**config.mk**
```make
export PLATFORM = sky130hd
export DESIGN_NAME = dsm_data_space_map
export DESIGN_NICKNAME = d
export VERILOG_FILES = /design/src/hdl/dsm_pkg.sv /design/src/hdl/dsm_data_space_map.sv /design/src/hdl/dsm_return_stack.sv /design/src/hdl/dsm_io_port.sv
export SDC_FILE = /design/constraint.sdc
export NUM_CORES = 1
export LEC_CHECK = 0
export BUFFER_PORTS_ARGS = -buffer_cell sky130_fd_sc_hd__clkbuf_2
export CELL_PAD_IN_SITES_DETAIL_PLACEMENT = 0
export CELL_PAD_IN_SITES_GLOBAL_PLACEMENT = 1
export CORE_AREA = 2 2 172 174
export CTS_CLUSTER_DIAMETER = 30
export CTS_CLUSTER_SIZE = 12
export DETAILED_ROUTE_END_ITERATION = 7
export DIE_AREA = 0 0 174 176
export MAX_ROUTING_LAYER = met4
export PLACE_DENSITY = 0.93
export SETUP_SLACK_MARGIN = 0.2
export SLEW_MARGIN = 20
export SYNTH_ARGS = -nofsm -noshare
export SYNTH_HDL_FRONTEND = slang
export SYNTH_SLANG_ARGS = --single-unit
```
**constraint.sdc**
```tcl
create_clock -name core_clk -period 18.05 [get_ports core_clk]
set_input_delay 3.61 -clock core_clk [delete_from_list [all_inputs] [get_ports core_clk]]
set_output_delay 3.61 -clock core_clk [all_outputs]
set_load 0.02 [all_outputs]
```
**src/hdl/dsm_pkg.sv**
```systemverilog
// constants for the data-space map and read-only window block
// Functional notes
// - instruction pointer is 12 bits, 4K space
// - six-entry 12-bit hardware return stack
// - data reads 40h-7Fh come from program memory
// - program memory split into 64-byte blocks
// - window offset forms low six address bits
// - window-select value gives upper program address
// - readout protection refuses external program reads
// - pointer and short direct registers at 80h-83h
// - port data, direction, option registers reset 00h
// - interrupt option and window-select are write-only
// - converter result read-only, control resets 40h
// - timer prescaler, down-counter, status at D2h-D4h
// - port read: outputs stored value, inputs pin
// - pins come up as inputs with pull-up
// - only low six window-select bits are used
package dsm_pkg;
	localparam int PM_AW = 12;
	localparam int BLK_W = 6;
	localparam int OFS_W = 6;
	localparam int STACK_DEPTH = 6;
	// data-space addresses
	localparam logic [7:0] WIN_FIRST = 8'h40;
	localparam logic [7:0] WIN_LAST = 8'h7f;
	localparam logic [7:0] ADDR_PTR1 = 8'h80;
	localparam logic [7:0] ADDR_PTR2 = 8'h81;
	localparam logic [7:0] ADDR_SHD1 = 8'h82;
	localparam logic [7:0] ADDR_SHD2 = 8'h83;
	localparam logic [7:0] ADDR_PA_DATA = 8'hc0;
	localparam logic [7:0] ADDR_PB_DATA = 8'hc1;
	localparam logic [7:0] ADDR_PA_DIR = 8'hc4;
	localparam logic [7:0] ADDR_PB_DIR = 8'hc5;
	localparam logic [7:0] ADDR_INT_OPT = 8'hc8;
	localparam logic [7:0] ADDR_WIN_SEL = 8'hc9;
	localparam logic [7:0] ADDR_PA_OPT = 8'hcc;
	localparam logic [7:0] ADDR_PB_OPT = 8'hcd;
	localparam logic [7:0] ADDR_CONV_RES = 8'hd0;
	localparam logic [7:0] ADDR_CONV_CTL = 8'hd1;
	localparam logic [7:0] ADDR_TMR_PSC = 8'hd2;
	localparam logic [7:0] ADDR_TMR_CNT = 8'hd3;
	localparam logic [7:0] ADDR_TMR_STC = 8'hd4;
	localparam logic [7:0] ADDR_WDG_CNT = 8'hd8;
	localparam logic [7:0] ADDR_WORK = 8'hff;
	// window-select field
	localparam int WSEL_BLK_LSB = 0;
	localparam int WSEL_BLK_MSB = 5;
	// converter control: bit 7 reads back as live status, all eight bits written
	localparam int CONV_STAT_BIT = 7;
	// reset values
	localparam logic [7:0] RST_PORT = 8'h00;
	localparam logic [7:0] RST_CONV_CTL = 8'h40;
	localparam logic [7:0] RST_TMR_PSC = 8'h7f;
	localparam logic [7:0] RST_TMR_CNT = 8'hff;
	localparam logic [7:0] RST_TMR_STC = 8'h00;
	localparam logic [7:0] RST_UNDEF = 8'h00;
	localparam logic [PM_AW-1:0] RST_IP = 12'h000;
	localparam logic [7:0] RD_IDLE = 8'h00;
endpackage

```
**src/hdl/dsm_data_space_map.sv**
```systemverilog
// data-space decoder, read-only window and instruction pointer unit
`timescale 1ns/100ps
module dsm_data_space_map #(
	parameter int PORT_W = 8
) (
	input wire logic core_clk, // core clock, 125 MHz
	input wire logic rst, // async reset, high
	// core data-space access
	input wire logic [7:0] ds_addr, // data-space address
	input wire logic ds_wr, // write strobe, one cycle
	input wire logic ds_rd, // read strobe, one cycle
	input wire logic [7:0] ds_wdata, // write data
	output logic [7:0] ds_rdata, // read data, registered
	output logic ds_rvalid, // read data valid pulse
	// instruction pointer control from the core
	input wire logic ip_step, // advance to next byte
	input wire logic ip_jump, // load ip_target
	input wire logic ip_call, // push return, load ip_target
	input wire logic ip_return, // pop return address
	input wire logic [dsm_pkg::PM_AW-1:0] ip_target, // jump target
	input wire logic [dsm_pkg::PM_AW-1:0] ip_ret_addr, // address to push
	output logic [dsm_pkg::PM_AW-1:0] ip_addr, // fetch address
	// program memory data port, read combinationally at the registered address
	output logic [dsm_pkg::PM_AW-1:0] pm_addr, // window/external addr
	input wire logic [7:0] pm_rdata, // program byte
	// external program memory reader
	input wire logic readout_protect, // option bit, asynchronous
	input wire logic ext_rd, // external read request
	input wire logic [dsm_pkg::PM_AW-1:0] ext_addr, // external address
	output logic ext_ready, // request accepted this cycle
	output logic [7:0] ext_rdata, // external read data
	output logic ext_rvalid, // external data valid pulse
	output logic ext_denied, // refused by protection, pulse
	// converter and timer links
	input wire logic [7:0] conv_result, // converter result
	input wire logic conv_done, // converter status bit
	output logic [7:0] conv_ctl, // converter control bits
	output logic [7:0] int_opt, // interrupt option register
	output logic [7:0] tmr_psc, // timer prescaler
	output logic [7:0] tmr_cnt, // timer down-counter
	output logic [7:0] tmr_stc, // timer status/control
	output logic [7:0] wdg_cnt, // watchdog counter
	// ports
	input wire logic [PORT_W-1:0] pa_pin_in, // port a pads
	output logic [PORT_W-1:0] pa_pin_out, // port a out value
	output logic [PORT_W-1:0] pa_pin_oe, // port a drive enable
	output logic [PORT_W-1:0] pa_pullup, // port a pull-ups
	input wire logic [PORT_W-1:0] pb_pin_in, // port b pads
	output logic [PORT_W-1:0] pb_pin_out, // port b out value
	output logic [PORT_W-1:0] pb_pin_oe, // port b drive enable
	output logic [PORT_W-1:0] pb_pullup // port b pull-ups
);
	import dsm_pkg::*;

	typedef enum logic [2:0] {
		SRC_REG = 3'b001,
		SRC_WIN = 3'b010,
		SRC_EXT = 3'b100
	} dsm_src_type;

	// core registers
	logic [7:0] ptr1_q, ptr2_q, shd1_q, shd2_q, work_q;
	logic [7:0] ptr1_d, ptr2_d, shd1_d, shd2_d, work_d;
	// peripheral registers
	logic [7:0] int_opt_q, int_opt_d, conv_ctl_q, conv_ctl_d;
	logic [7:0] psc_q, psc_d, cnt_q, cnt_d, stc_q, stc_d;
	logic [7:0] wdg_q, wdg_d;
	logic [BLK_W-1:0] win_blk_q, win_blk_d;
	// read pipeline
	logic [7:0] hold_q, hold_d, rdata_q, rdata_d;
	logic [PM_AW-1:0] pm_addr_q, pm_addr_d;
	dsm_src_type src_q, src_d;
	logic busy_q, busy_d, rvalid_q, rvalid_d;
	logic evalid_q, evalid_d, denied_q, denied_d;
	logic [7:0] edata_q, edata_d;
	// protection sync and instruction pointer
	logic prot1_q, prot2_q;
	logic [PM_AW-1:0] ip_q, ip_d, stack_top;
	// port views
	logic [PORT_W-1:0] pa_rd, pb_rd, pa_dir, pb_dir, pa_opt, pb_opt;
	logic [7:0] reg_rd;
	logic in_window, ext_take;

	// writes; reserved and read-only addresses fall through untouched
	always_comb begin
		ptr1_d = ptr1_q;
		ptr2_d = ptr2_q;
		shd1_d = shd1_q;
		shd2_d = shd2_q;
		work_d = work_q;
		int_opt_d = int_opt_q;
		win_blk_d = win_blk_q;
		conv_ctl_d = conv_ctl_q;
		psc_d = psc_q;
		cnt_d = cnt_q;
		stc_d = stc_q;
		wdg_d = wdg_q;
		if (ds_wr) begin
			unique case (ds_addr)
				ADDR_PTR1: ptr1_d = ds_wdata;
				ADDR_PTR2: ptr2_d = ds_wdata;
				ADDR_SHD1: shd1_d = ds_wdata;
				ADDR_SHD2: shd2_d = ds_wdata;
				ADDR_INT_OPT: int_opt_d = ds_wdata;
				// reserved top bits are simply dropped
				ADDR_WIN_SEL:
					win_blk_d = ds_wdata[WSEL_BLK_MSB:WSEL_BLK_LSB];
				ADDR_CONV_CTL: conv_ctl_d = ds_wdata;
				ADDR_TMR_PSC: psc_d = ds_wdata;
				ADDR_TMR_CNT: cnt_d = ds_wdata;
				ADDR_TMR_STC: stc_d = ds_wdata;
				ADDR_WDG_CNT: wdg_d = ds_wdata;
				ADDR_WORK: work_d = ds_wdata;
				default: ;
			endcase
		end
	end

	// undefined-at-reset registers still get a known value
	always_ff @(posedge core_clk or posedge rst) begin
		if (rst) begin
			ptr1_q <= RST_UNDEF;
			ptr2_q <= RST_UNDEF;
			shd1_q <= RST_UNDEF;
			shd2_q <= RST_UNDEF;
			work_q <= RST_UNDEF;
			int_opt_q <= RST_UNDEF;
			win_blk_q <= '0;
			conv_ctl_q <= RST_CONV_CTL;
			psc_q <= RST_TMR_PSC;
			cnt_q <= RST_TMR_CNT;
			stc_q <= RST_TMR_STC;
			wdg_q <= RST_UNDEF;
		end else begin
			ptr1_q <= ptr1_d;
			ptr2_q <= ptr2_d;
			shd1_q <= shd1_d;
			shd2_q <= shd2_d;
			work_q <= work_d;
			int_opt_q <= int_opt_d;
			win_blk_q <= win_blk_d;
			conv_ctl_q <= conv_ctl_d;
			psc_q <= psc_d;
			cnt_q <= cnt_d;
			stc_q <= stc_d;
			wdg_q <= wdg_d;
		end
	end

	// port a and b register groups
	dsm_io_port #(.W(PORT_W)) u_port_a (
		.core_clk(core_clk),
		.rst(rst),
		.wdata(ds_wdata[PORT_W-1:0]),
		.data_we(ds_wr && ds_addr == ADDR_PA_DATA),
		.dir_we(ds_wr && ds_addr == ADDR_PA_DIR),
		.opt_we(ds_wr && ds_addr == ADDR_PA_OPT),
		.pin_in(pa_pin_in),
		.pin_out(pa_pin_out),
		.pin_oe(pa_pin_oe),
		.pin_pullup(pa_pullup),
		.data_rd(pa_rd),
		.dir_q(pa_dir),
		.opt_q(pa_opt)
	);

	dsm_io_port #(.W(PORT_W)) u_port_b (
		.core_clk(core_clk),
		.rst(rst),
		.wdata(ds_wdata[PORT_W-1:0]),
		.data_we(ds_wr && ds_addr == ADDR_PB_DATA),
		.dir_we(ds_wr && ds_addr == ADDR_PB_DIR),
		.opt_we(ds_wr && ds_addr == ADDR_PB_OPT),
		.pin_in(pb_pin_in),
		.pin_out(pb_pin_out),
		.pin_oe(pb_pin_oe),
		.pin_pullup(pb_pullup),
		.data_rd(pb_rd),
		.dir_q(pb_dir),
		.opt_q(pb_opt)
	);

	// register read mux; write-only and reserved places read as idle
	always_comb begin
		reg_rd = RD_IDLE;
		unique case (ds_addr)
			ADDR_PTR1: reg_rd = ptr1_q;
			ADDR_PTR2: reg_rd = ptr2_q;
			ADDR_SHD1: reg_rd = shd1_q;
			ADDR_SHD2: reg_rd = shd2_q;
			ADDR_PA_DATA: reg_rd = 8'(pa_rd);
			ADDR_PB_DATA: reg_rd = 8'(pb_rd);
			ADDR_PA_DIR: reg_rd = 8'(pa_dir);
			ADDR_PB_DIR: reg_rd = 8'(pb_dir);
			ADDR_PA_OPT: reg_rd = 8'(pa_opt);
			ADDR_PB_OPT: reg_rd = 8'(pb_opt);
			ADDR_CONV_RES: reg_rd = conv_result;
			ADDR_CONV_CTL: begin
				// status bit is live; the rest echo the written bits
				reg_rd = conv_ctl_q;
				reg_rd[CONV_STAT_BIT] = conv_done;
			end
			ADDR_TMR_PSC: reg_rd = psc_q;
			ADDR_TMR_CNT: reg_rd = cnt_q;
			ADDR_TMR_STC: reg_rd = stc_q;
			ADDR_WDG_CNT: reg_rd = wdg_q;
			ADDR_WORK: reg_rd = work_q;
			default: reg_rd = RD_IDLE;
		endcase
	end

	assign in_window = ds_addr >= WIN_FIRST && ds_addr <= WIN_LAST;
	// core reads own the memory port; an external read waits for a gap
	assign ext_take = ext_rd && !ds_rd;
	assign ext_ready = !ds_rd;

	// read pipeline: request edge registers the address, answer edge takes the memory byte
	always_comb begin
		hold_d = hold_q;
		pm_addr_d = pm_addr_q;
		src_d = src_q;
		busy_d = 1'b0;
		rvalid_d = 1'b0;
		evalid_d = 1'b0;
		denied_d = 1'b0;
		rdata_d = rdata_q;
		edata_d = edata_q;
		if (ds_rd) begin
			busy_d = 1'b1;
			if (in_window) begin
				src_d = SRC_WIN;
				// block number on top, window offset below
				pm_addr_d = {win_blk_q, ds_addr[OFS_W-1:0]};
			end else begin
				src_d = SRC_REG;
				hold_d = reg_rd;
			end
		end else if (ext_take) begin
			if (prot2_q) begin
				denied_d = 1'b1;
			end else begin
				busy_d = 1'b1;
				src_d = SRC_EXT;
				pm_addr_d = ext_addr;
			end
		end
		if (busy_q) begin
			unique case (src_q)
				SRC_REG: begin
					rdata_d = hold_q;
					rvalid_d = 1'b1;
				end
				SRC_WIN: begin
					rdata_d = pm_rdata;
					rvalid_d = 1'b1;
				end
				SRC_EXT: begin
					edata_d = pm_rdata;
					evalid_d = 1'b1;
				end
			endcase
		end
	end

	always_ff @(posedge core_clk or posedge rst) begin
		if (rst) begin
			hold_q <= RD_IDLE;
			pm_addr_q <= '0;
			src_q <= SRC_REG;
			busy_q <= 1'b0;
			rvalid_q <= 1'b0;
			evalid_q <= 1'b0;
			denied_q <= 1'b0;
			rdata_q <= RD_IDLE;
			edata_q <= RD_IDLE;
		end else begin
			hold_q <= hold_d;
			pm_addr_q <= pm_addr_d;
			src_q <= src_d;
			busy_q <= busy_d;
			rvalid_q <= rvalid_d;
			evalid_q <= evalid_d;
			denied_q <= denied_d;
			rdata_q <= rdata_d;
			edata_q <= edata_d;
		end
	end

	// protection bit comes from the option array, so synchronise it;
	// it resets to protected so nothing leaks before it settles
	always_ff @(posedge core_clk or posedge rst) begin
		if (rst) begin
			prot1_q <= 1'b1;
			prot2_q <= 1'b1;
		end else begin
			prot1_q <= readout_protect;
			prot2_q <= prot1_q;
		end
	end

	// instruction pointer: return beats call beats jump beats step
	always_comb begin
		ip_d = ip_q;
		if (ip_return) begin
			ip_d = stack_top;
		end else if (ip_call || ip_jump) begin
			ip_d = ip_target;
		end else if (ip_step) begin
			ip_d = ip_q + 12'h001;
		end
	end

	always_ff @(posedge core_clk or posedge rst) begin
		if (rst) begin
			ip_q <= RST_IP;
		end else begin
			ip_q <= ip_d;
		end
	end

	dsm_return_stack #(.DEPTH(STACK_DEPTH), .WIDTH(PM_AW)) u_stack (
		.core_clk(core_clk),
		.rst(rst),
		.push(ip_call && !ip_return),
		.pop(ip_return),
		.push_val(ip_ret_addr),
		.top_val(stack_top)
	);

	// outputs
	assign ds_rdata = rdata_q;
	assign ds_rvalid = rvalid_q;
	assign ext_rdata = edata_q;
	assign ext_rvalid = evalid_q;
	assign ext_denied = denied_q;
	assign pm_addr = pm_addr_q;
	assign ip_addr = ip_q;
	assign conv_ctl = conv_ctl_q;
	assign int_opt = int_opt_q;
	assign tmr_psc = psc_q;
	assign tmr_cnt = cnt_q;
	assign tmr_stc = stc_q;
	assign wdg_cnt = wdg_q;
endmodule

```
**src/hdl/dsm_return_stack.sv**
```systemverilog
// six-deep return address stack built as a push-down shifter
`timescale 1ns/100ps
module dsm_return_stack #(
	parameter int DEPTH = dsm_pkg::STACK_DEPTH,
	parameter int WIDTH = dsm_pkg::PM_AW
) (
	input wire logic core_clk, // core clock
	input wire logic rst, // async reset, high
	input wire logic push, // store push_val on top
	input wire logic pop, // drop top entry
	input wire logic [WIDTH-1:0] push_val, // return address in
	output logic [WIDTH-1:0] top_val // current top entry
);
	import dsm_pkg::*;
	logic [WIDTH-1:0] stk_q [DEPTH];
	logic [WIDTH-1:0] stk_d [DEPTH];

	// a seventh push silently loses the oldest level, as the core does
	// end entries handled apart so no index leaves the array
	always_comb begin
		stk_d = stk_q;
		if (push) begin
			stk_d[0] = push_val;
			for (int i = 1; i < DEPTH; i++) begin
				stk_d[i] = stk_q[i-1];
			end
		end else if (pop) begin
			for (int i = 0; i < DEPTH-1; i++) begin
				stk_d[i] = stk_q[i+1];
			end
			stk_d[DEPTH-1] = '0;
		end
	end

	always_ff @(posedge core_clk or posedge rst) begin
		if (rst) begin
			for (int i = 0; i < DEPTH; i++) begin
				stk_q[i] <= '0;
			end
		end else begin
			stk_q <= stk_d;
		end
	end

	assign top_val = stk_q[0];
endmodule

```
**src/hdl/dsm_io_port.sv**
```systemverilog
// one i/o port: data, direction and option registers with pin sync
`timescale 1ns/100ps
module dsm_io_port #(
	parameter int W = 8
) (
	input wire logic core_clk, // core clock
	input wire logic rst, // async reset, high
	input wire logic [W-1:0] wdata, // write data
	input wire logic data_we, // write data register
	input wire logic dir_we, // write direction register
	input wire logic opt_we, // write option register
	input wire logic [W-1:0] pin_in, // pad levels, asynchronous
	output logic [W-1:0] pin_out, // pad output value
	output logic [W-1:0] pin_oe, // pad drive enable, high drives
	output logic [W-1:0] pin_pullup, // pull-up enable
	output logic [W-1:0] data_rd, // data register read view
	output logic [W-1:0] dir_q, // direction, 1 = output
	output logic [W-1:0] opt_q // option register
);
	import dsm_pkg::*;
	logic [W-1:0] dat_q, dat_d, dir_d, opt_d, sync1_q, sync2_q;

	// next register values
	always_comb begin
		dat_d = data_we ? wdata : dat_q;
		dir_d = dir_we ? wdata : dir_q;
		opt_d = opt_we ? wdata : opt_q;
	end

	// all cleared: every pin an input with pull-up out of reset
	always_ff @(posedge core_clk or posedge rst) begin
		if (rst) begin
			dat_q <= RST_PORT;
			dir_q <= RST_PORT;
			opt_q <= RST_PORT;
			sync1_q <= '0;
			sync2_q <= '0;
		end else begin
			dat_q <= dat_d;
			dir_q <= dir_d;
			opt_q <= opt_d;
			sync1_q <= pin_in;
			sync2_q <= sync1_q;
		end
	end

	// inputs read the synchronised pad, outputs the stored bit
	assign data_rd = (dat_q & dir_q) | (sync2_q & ~dir_q);
	assign pin_out = dat_q;
	assign pin_oe = dir_q;
	// pull-up only on an input with option and data both clear
	assign pin_pullup = ~dir_q & ~opt_q & ~dat_q;
endmodule

```
==> flow_summary.json, run 1 <==
{
  "drc": 0,
  "period_share_pct": 43.9,
  "seq_power_share_pct": 37.6,
  "viasPerCell": 5.80,
  "p_switching_uw": 527,
  "setup_viol": 0,
  "min_path_type": "reg2reg",
  "nets": 1503,
  "drv_cap": 0,
  "firstDrtPassIters": 5,
  "reg2reg_slack_ns": 16.20,
  "synth_edf_count": 0,
  "ys_async_sr_fraction_pct": 100,
  "syn_nets": 1268,
  "die_x_um": 174,
  "ys_seq_elements": 303,
  "cts_setup_buffers": 0,
  "rr_startpoint": "u_port_b.dir_q[2]$_DFFE_PP0P_",
  "pwr-share-comb_pct": 9.9,
  "drv_slew": 0,
  "hold_viol_final": 0,
  "die_area_sq_um": 30600,
  "crit_arrival_ns": 4.31,
  "grt-ovfl-total": 0,
  "vias": 10700,
  "yosysWarningCount": 0,
  "relSlewSlack_pct": 27.8,
  "synth_area_leader_cell": "dfrtp_1",
  "postSynth.topFlopCell": "dfrtp_1",
  "post-route-min-period_ns": 7.92,
  "worst-setup-path-type": "in2out",
  "ys_seq_area_share_pct": 55.9,
  "start_util_pct": 47.7,
  "cts.clk_slew.worst_paths_ns": 0.05,
  "cts_tree": "done",
  "worst_slack_ns": 10.13,
  "yosysUniqueCellTypes": 65,
  "tns_ns": 0,
  "drive_gt1_share_pct": 37.1,
  "synthTopCellsByCount": "dfrtp_1 (284), mux2_2 (163), nand2_1 (138)",
  "power_density_nw_per_um2": 118,
  "synth_most_common_cell": "dfrtp_1",
  "synth_top_area_share_pct": 52.2,
  "finalClockSkew_ns": 0.0214,
  "area_growth_syn_to_layout_pct": 25.7,
  "coreArea_sq_um": 28500,
  "end_kind": "output pin",
  "syn_avg_cell_area_sq_um": 11.6,
  "crit_fanout": 16,
  "ys_top_cells_by_area": "dfrtp_1 (52%), mux2_2 (13%), mux2i_1 (7.9%)",
  "clk_path_buf_depth": 3,
  "port_buffers": 234,
  "die_h_um": 176,
  "pin_count": 235,
  "drt-total-wl_um": 39800,
  "post-place-ws_ns": 10.14,
  "ant_nets": 0,
  "ir_drop_uv": 105,
  "synth_area_sq_um": 13600,
  "outcome": "finished, final reports clean",
  "wire_per_inst_um": 21.6,
  "p_int_mw": 1.50,
  "holdPathStages": 0,
  "start_kind": "primary input",
  "min_to": "u_port_b.sync2_q[6]$_DFF_PP0_",
  "critical_path_required_ns": 14.44,
  "r2r_cells": 5,
  "antenna_found_initial": 1,
  "synthCells": 1172,
  "grt_max_degree": 166,
  "rows": 62,
  "fmaxAchievable_mhz": 126,
  "cts-root-buf": "clkbuf_16",
  "track_usage_pct": 26.6,
  "utilization_pct": 60.0,
  "place_hpwl_um": 27000,
  "rsz0062_at_grt": "false",
  "gp_congestion": 0.933,
  "cts_hold_buf": 0,
  "cts.htree.levels": 2,
  "swShare_pct": 26.0,
  "grt_pass1_wl_um": 61400,
  "worst_slew_pin_slew_ns": 1.08,
  "cts_inserted_buffers": 57,
  "reg2reg_to": "hold_q[2]$_DFFE_PP0P_",
  "hold_start": "u_port_b.sync1_q[6]$_DFF_PP0_",
  "drt-initial-drc-count": 818,
  "cts_resized": 0,
  "power_frac_clock_pct": 52.6,
  "leakagePower_nw": 8.21,
  "nFillCells": 2371,
  "grt_pass1_vias": 10900,
  "cts_sinks": 303,
  "clock_latency_ns": 0.58
}
-- cell type report --
cell class,instances,area [sq um],area share (%)
Antenna cell,1,2.50,0.0146
Clock buffer,76,1610,9.39
Clock inverter,32,393,2.30
Inverter,11,48.8,0.285
Multi-Input combinational cell,792,5710,33.4
Sequential cell,303,7610,44.4
Tap cell,384,480,2.81
Timing Repair Buffer,242,1270,7.41
-- cells in the final DEF (no fill, tap or decap), types with 21 or more instances in the layout --
master and instances:
mux2i_1 108, a21oi_1 31, clkbuf_2 232, clkbuf_16 57
nor3_1 21, nand3_1 22, nand2_1 138, mux2_2 163
nor2_1 47, o21ai_0 113, dfrtp_1 284
-- flip-flops by register name (all words and copies together), names as in the netlist, 12 cells and up --
signal and count:
u_stack.stk_q 60, ip_addr 12, pm_addr 12, u_stack.top_val 12
-- per-stage QoR --
stage	instance area [sq um]	std cells	power (mW)	hold slack, ns
detailed placement	15100	1731	0.970	0.336
finish	17100	1841	2.03	0.338
global route	17100	1841	2.09	0.348
floorplan	13600	1172	0.890	0.331
global placement	15100	1731	0.965	0.335
CTS	17100	1839	2.04	0.341
-- worst max-delay path, cell delays in order --
cell and delay [ns]:
clkbuf_2 0.37, inv_1 0.15, clkbuf_2 0.18
-- how the worst max path moves through the flow --
stage | from | end | slack [ns] | cells past startpoint
5_1_grt | ds_rd | ext_ready | 10.04 | 3
4_1_cts | ds_rd | ext_ready | 10.15 | 3
3_3_place_gp | ds_rd | ext_ready | 10.16 | 3
2_1_floorplan | rst | busy_q$_DFF_PP0_ | 6.10 | 1
3_5_place_dp | ds_rd | ext_ready | 10.14 | 3
6_report | ds_rd | ext_ready | 10.13 | 3
-- kinds of logic (layout without fill, tap and decap cells) --
group                    after synthesis  in the layout  synth area share [%]
multiplexers                         272            272                  21.6
other                                  0              1                     0
flip-flops                           303            303                  55.9
AND/OR/NAND/NOR                      292            292                  10.1
AO/OA/AOI/OAI                        221            221                  9.79
XOR/XNOR                               6              6                 0.386
adder cells (fa/ha/maj)                1              1                0.0919
buffers and inverters                 77            361                  2.24
-- layer usage --
layer / GRT usage [%] / part of all wire, %
met5: - / 0
met4: 11.7 / 4.2
met3: 5.79 / 8.0
met2: 43.8 / 49
met1: 31.8 / 38
-- power by group through the flow --
stage                     clock network, mW  logic, mW  registers, mW
after floorplan                           0     0.0987          0.791
after CTS                              1.08      0.200          0.761
after global placement                    0      0.196          0.769
final                                  1.06      0.200          0.761
after detailed placement                  0      0.199          0.771
after global routing                   1.11      0.217          0.766
Power figures use the tool's default switching activity.
==> run 2, diff against run 1 <==
Settings changed: CORE_AREA 2 2 172 174 to 2 2 188 190, DIE_AREA 0 0 174 176 to 0 0 190 192, PLACE_DENSITY 0.93 to 0.84.
Clock period 18.05 ns to 6.95 ns, I/O delays scaled along.
==> run 2 against run 1 <==
Largest power group unchanged. Sequential share of layout area down 1.4 points. Highest routed layer unchanged. Combinational power rose to 2.6 times the previous value. Sequential power increased to 2.6 times the previous value. Count of clock-buffer cells in the layout up 15. Final area is 3.2% higher. Utilization decreased by 8.5 points. Clock skew up 0.0041 ns. Critical path type unchanged.
==> flow_summary.json, run 2 (synthesis results as in run 1) <==
{
  "grt_max_degree": 179,
  "r2r_cells": 5,
  "clock_latency_ns": 0.58,
  "cts_hold_buf": 0,
  "outcome": "finished, final reports clean",
  "die_area_sq_um": 36500,
  "post-route-min-period_ns": 3.56,
  "viasPerCell": 5.49,
  "largest_reg_flops": 60,
  "start_kind": "primary input",
  "setup_viol": 0,
  "reg2reg_to": "hold_q[2]$_DFFE_PP0P_",
  "end_kind": "output pin",
  "rows": 68,
  "fmaxAchievable_mhz": 281,
  "gp_congestion": 0.964,
  "cp.buffers_inverters": 3,
  "pin_count": 235,
  "min_path_type": "reg2reg",
  "area_growth_syn_to_layout_pct": 29.7,
  "reg2reg_slack_ns": 5.03,
  "dpl_cell_area_sq_um": 15200,
  "port_buffers": 234,
  "holdPathStages": 0,
  "clk_path_buf_depth": 3,
  "grt-ovfl-total": 0,
  "cts_inserted_buffers": 66,
  "nFillCells": 2990,
  "cts_tree": "done",
  "drv_cap": 0,
  "hold_start": "u_port_b.sync1_q[2]$_DFF_PP0_",
  "drc": 0,
  "crit_fanout": 16,
  "cts_resized": 0,
  "track_usage_pct": 23.9,
  "finalClockSkew_ns": 0.0255,
  "crit_arrival_ns": 2.17,
  "min_to": "u_port_b.sync2_q[2]$_DFF_PP0_",
  "grt_pass1_wl_um": 63600,
  "cts_sinks": 303,
  "worst_slew_pin_slew_ns": 0.997,
  "place_hpwl_um": 28700,
  "vias": 10600,
  "cp_cell_sequence": "clkbuf_2 > inv_1 > clkbuf_2",
  "firstDrtPassIters": 5,
  "drt-total-wl_um": 42400,
  "antenna_found_initial": 0,
  "ir_drop_uv": 255,
  "ant_nets": 0,
  "nets": 1512,
  "tns_ns": 0,
  "top_register": "u_stack.stk_q",
  "layout_common_cells": "dfrtp_1 (284), clkbuf_2 (232), mux2_2 (163)",
  "leakagePower_nw": 8.44,
  "worst-setup-path-type": "in2out",
  "drive_gt1_share_pct": 37.3,
  "crit_top_cell": "clkbuf_2",
  "critical_path.top_delay_family": "buffers and inverters",
  "cts.clk_slew.worst_paths_ns": 0.04,
  "drt-initial-drc-count": 750,
  "drv_slew": 0,
  "relSlewSlack_pct": 33.5,
  "start_util_pct": 39.7,
  "critical_path_required_ns": 5.56,
  "power_density_nw_per_um2": 337,
  "cts-root-buf": "clkbuf_16",
  "hold_viol_final": 0,
  "die_x_um": 190,
  "critical-path-slowest-cell": "clkbuf_2",
  "rsz0062_at_grt": "false",
  "fin_area_sq_um": 17700,
  "die_h_um": 192,
  "cts.htree.levels": 3,
  "critPathMaxStageDelay_ns": 0.42,
  "insertedDiodeCount": 0,
  "wire_per_inst_um": 22.0,
  "grt_pass1_vias": 10500,
  "rr_startpoint": "u_port_b.dir_q[2]$_DFFE_PP0P_",
  "layout_commonest_cell": "dfrtp_1",
  "coreArea_sq_um": 34300,
  "cts_setup_buffers": 0,
  "finalPower_mw": 5.95,
  "period_share_pct": 51.3
}
## run 2: changes by cell type in the layout (fill, tap and decap cells not counted), moves of 3 or more
cell / before / now
clkbuf_8: 11 / 8
bufinv_16: 5 / 14
clkinv_2: 6 / 1
clkbuf_1: 8 / 14
clkinvlp_4: 11 / 6
clkbuf_16: 57 / 69
## run 2: report_power, final
group | switching [mW] | leakage (nW) | internal [mW]
clock | 1.02 | 1.19 | 2.43
sequential | 0.0963 | 3.99 | 1.89
combinational | 0.334 | 3.26 | 0.186
total | 1.45 | 8.44 | 4.50
## run 2: layout make-up
type                       instances  area (sq um)  area share [%]
tap                              455           569            3.22
clock buffer                      91          1890            10.7
inverter                          11          45.0           0.255
multi-input combinational        792          5710            32.3
timing repair buffer             242          1250            7.09
sequential                       303          7610            43.1
clock inverter                    31           586            3.32
## run 2: worst max path at each step
| stage | from | to | slack [ns] | cells after the start |
|---|---|---|---|---|
| after floorplan | rst | busy_q$_DFF_PP0_ | 1.55 | 1 |
| after global placement | ds_addr[1] | hold_q[4]$_DFFE_PP0P_ | 3.16 | 7 |
| after detailed placement | ds_addr[1] | hold_q[4]$_DFFE_PP0P_ | 3.15 | 7 |
| after CTS | ds_rd | ext_ready | 3.37 | 3 |
| after global routing | ds_rd | ext_ready | 3.35 | 3 |
| final | ds_rd | ext_ready | 3.39 | 3 |
## run 2: routing by layer
layer	global-route usage, %	vias up	wire [um]
li1	-	4749	-
met1	29.8	5336	17900
met2	37.3	390	20300
met3	5.34	90	2600
met5	-	-	0
met4	10.7	0	1640
## run 2: per-stage QoR
stage	hold slack [ns]	std cells	utilization, %	setup slack (ns)
3_3_place_gp	0.334	1803	44.3	3.16
2_1_floorplan	0.331	1172	-	1.55
6_report	0.337	1925	51.5	3.39
3_5_place_dp	0.335	1803	44.3	3.15
5_1_grt	0.353	1925	51.5	3.35
4_1_cts	0.337	1925	51.5	3.37
## run 2: worst register-to-register path, delay by kind of cell, from the launching register on
family	cells	cell delay (ns)
compound gates	3	0.81
simple gates	1	0.06
mux	1	0.40
flops	1	0.48
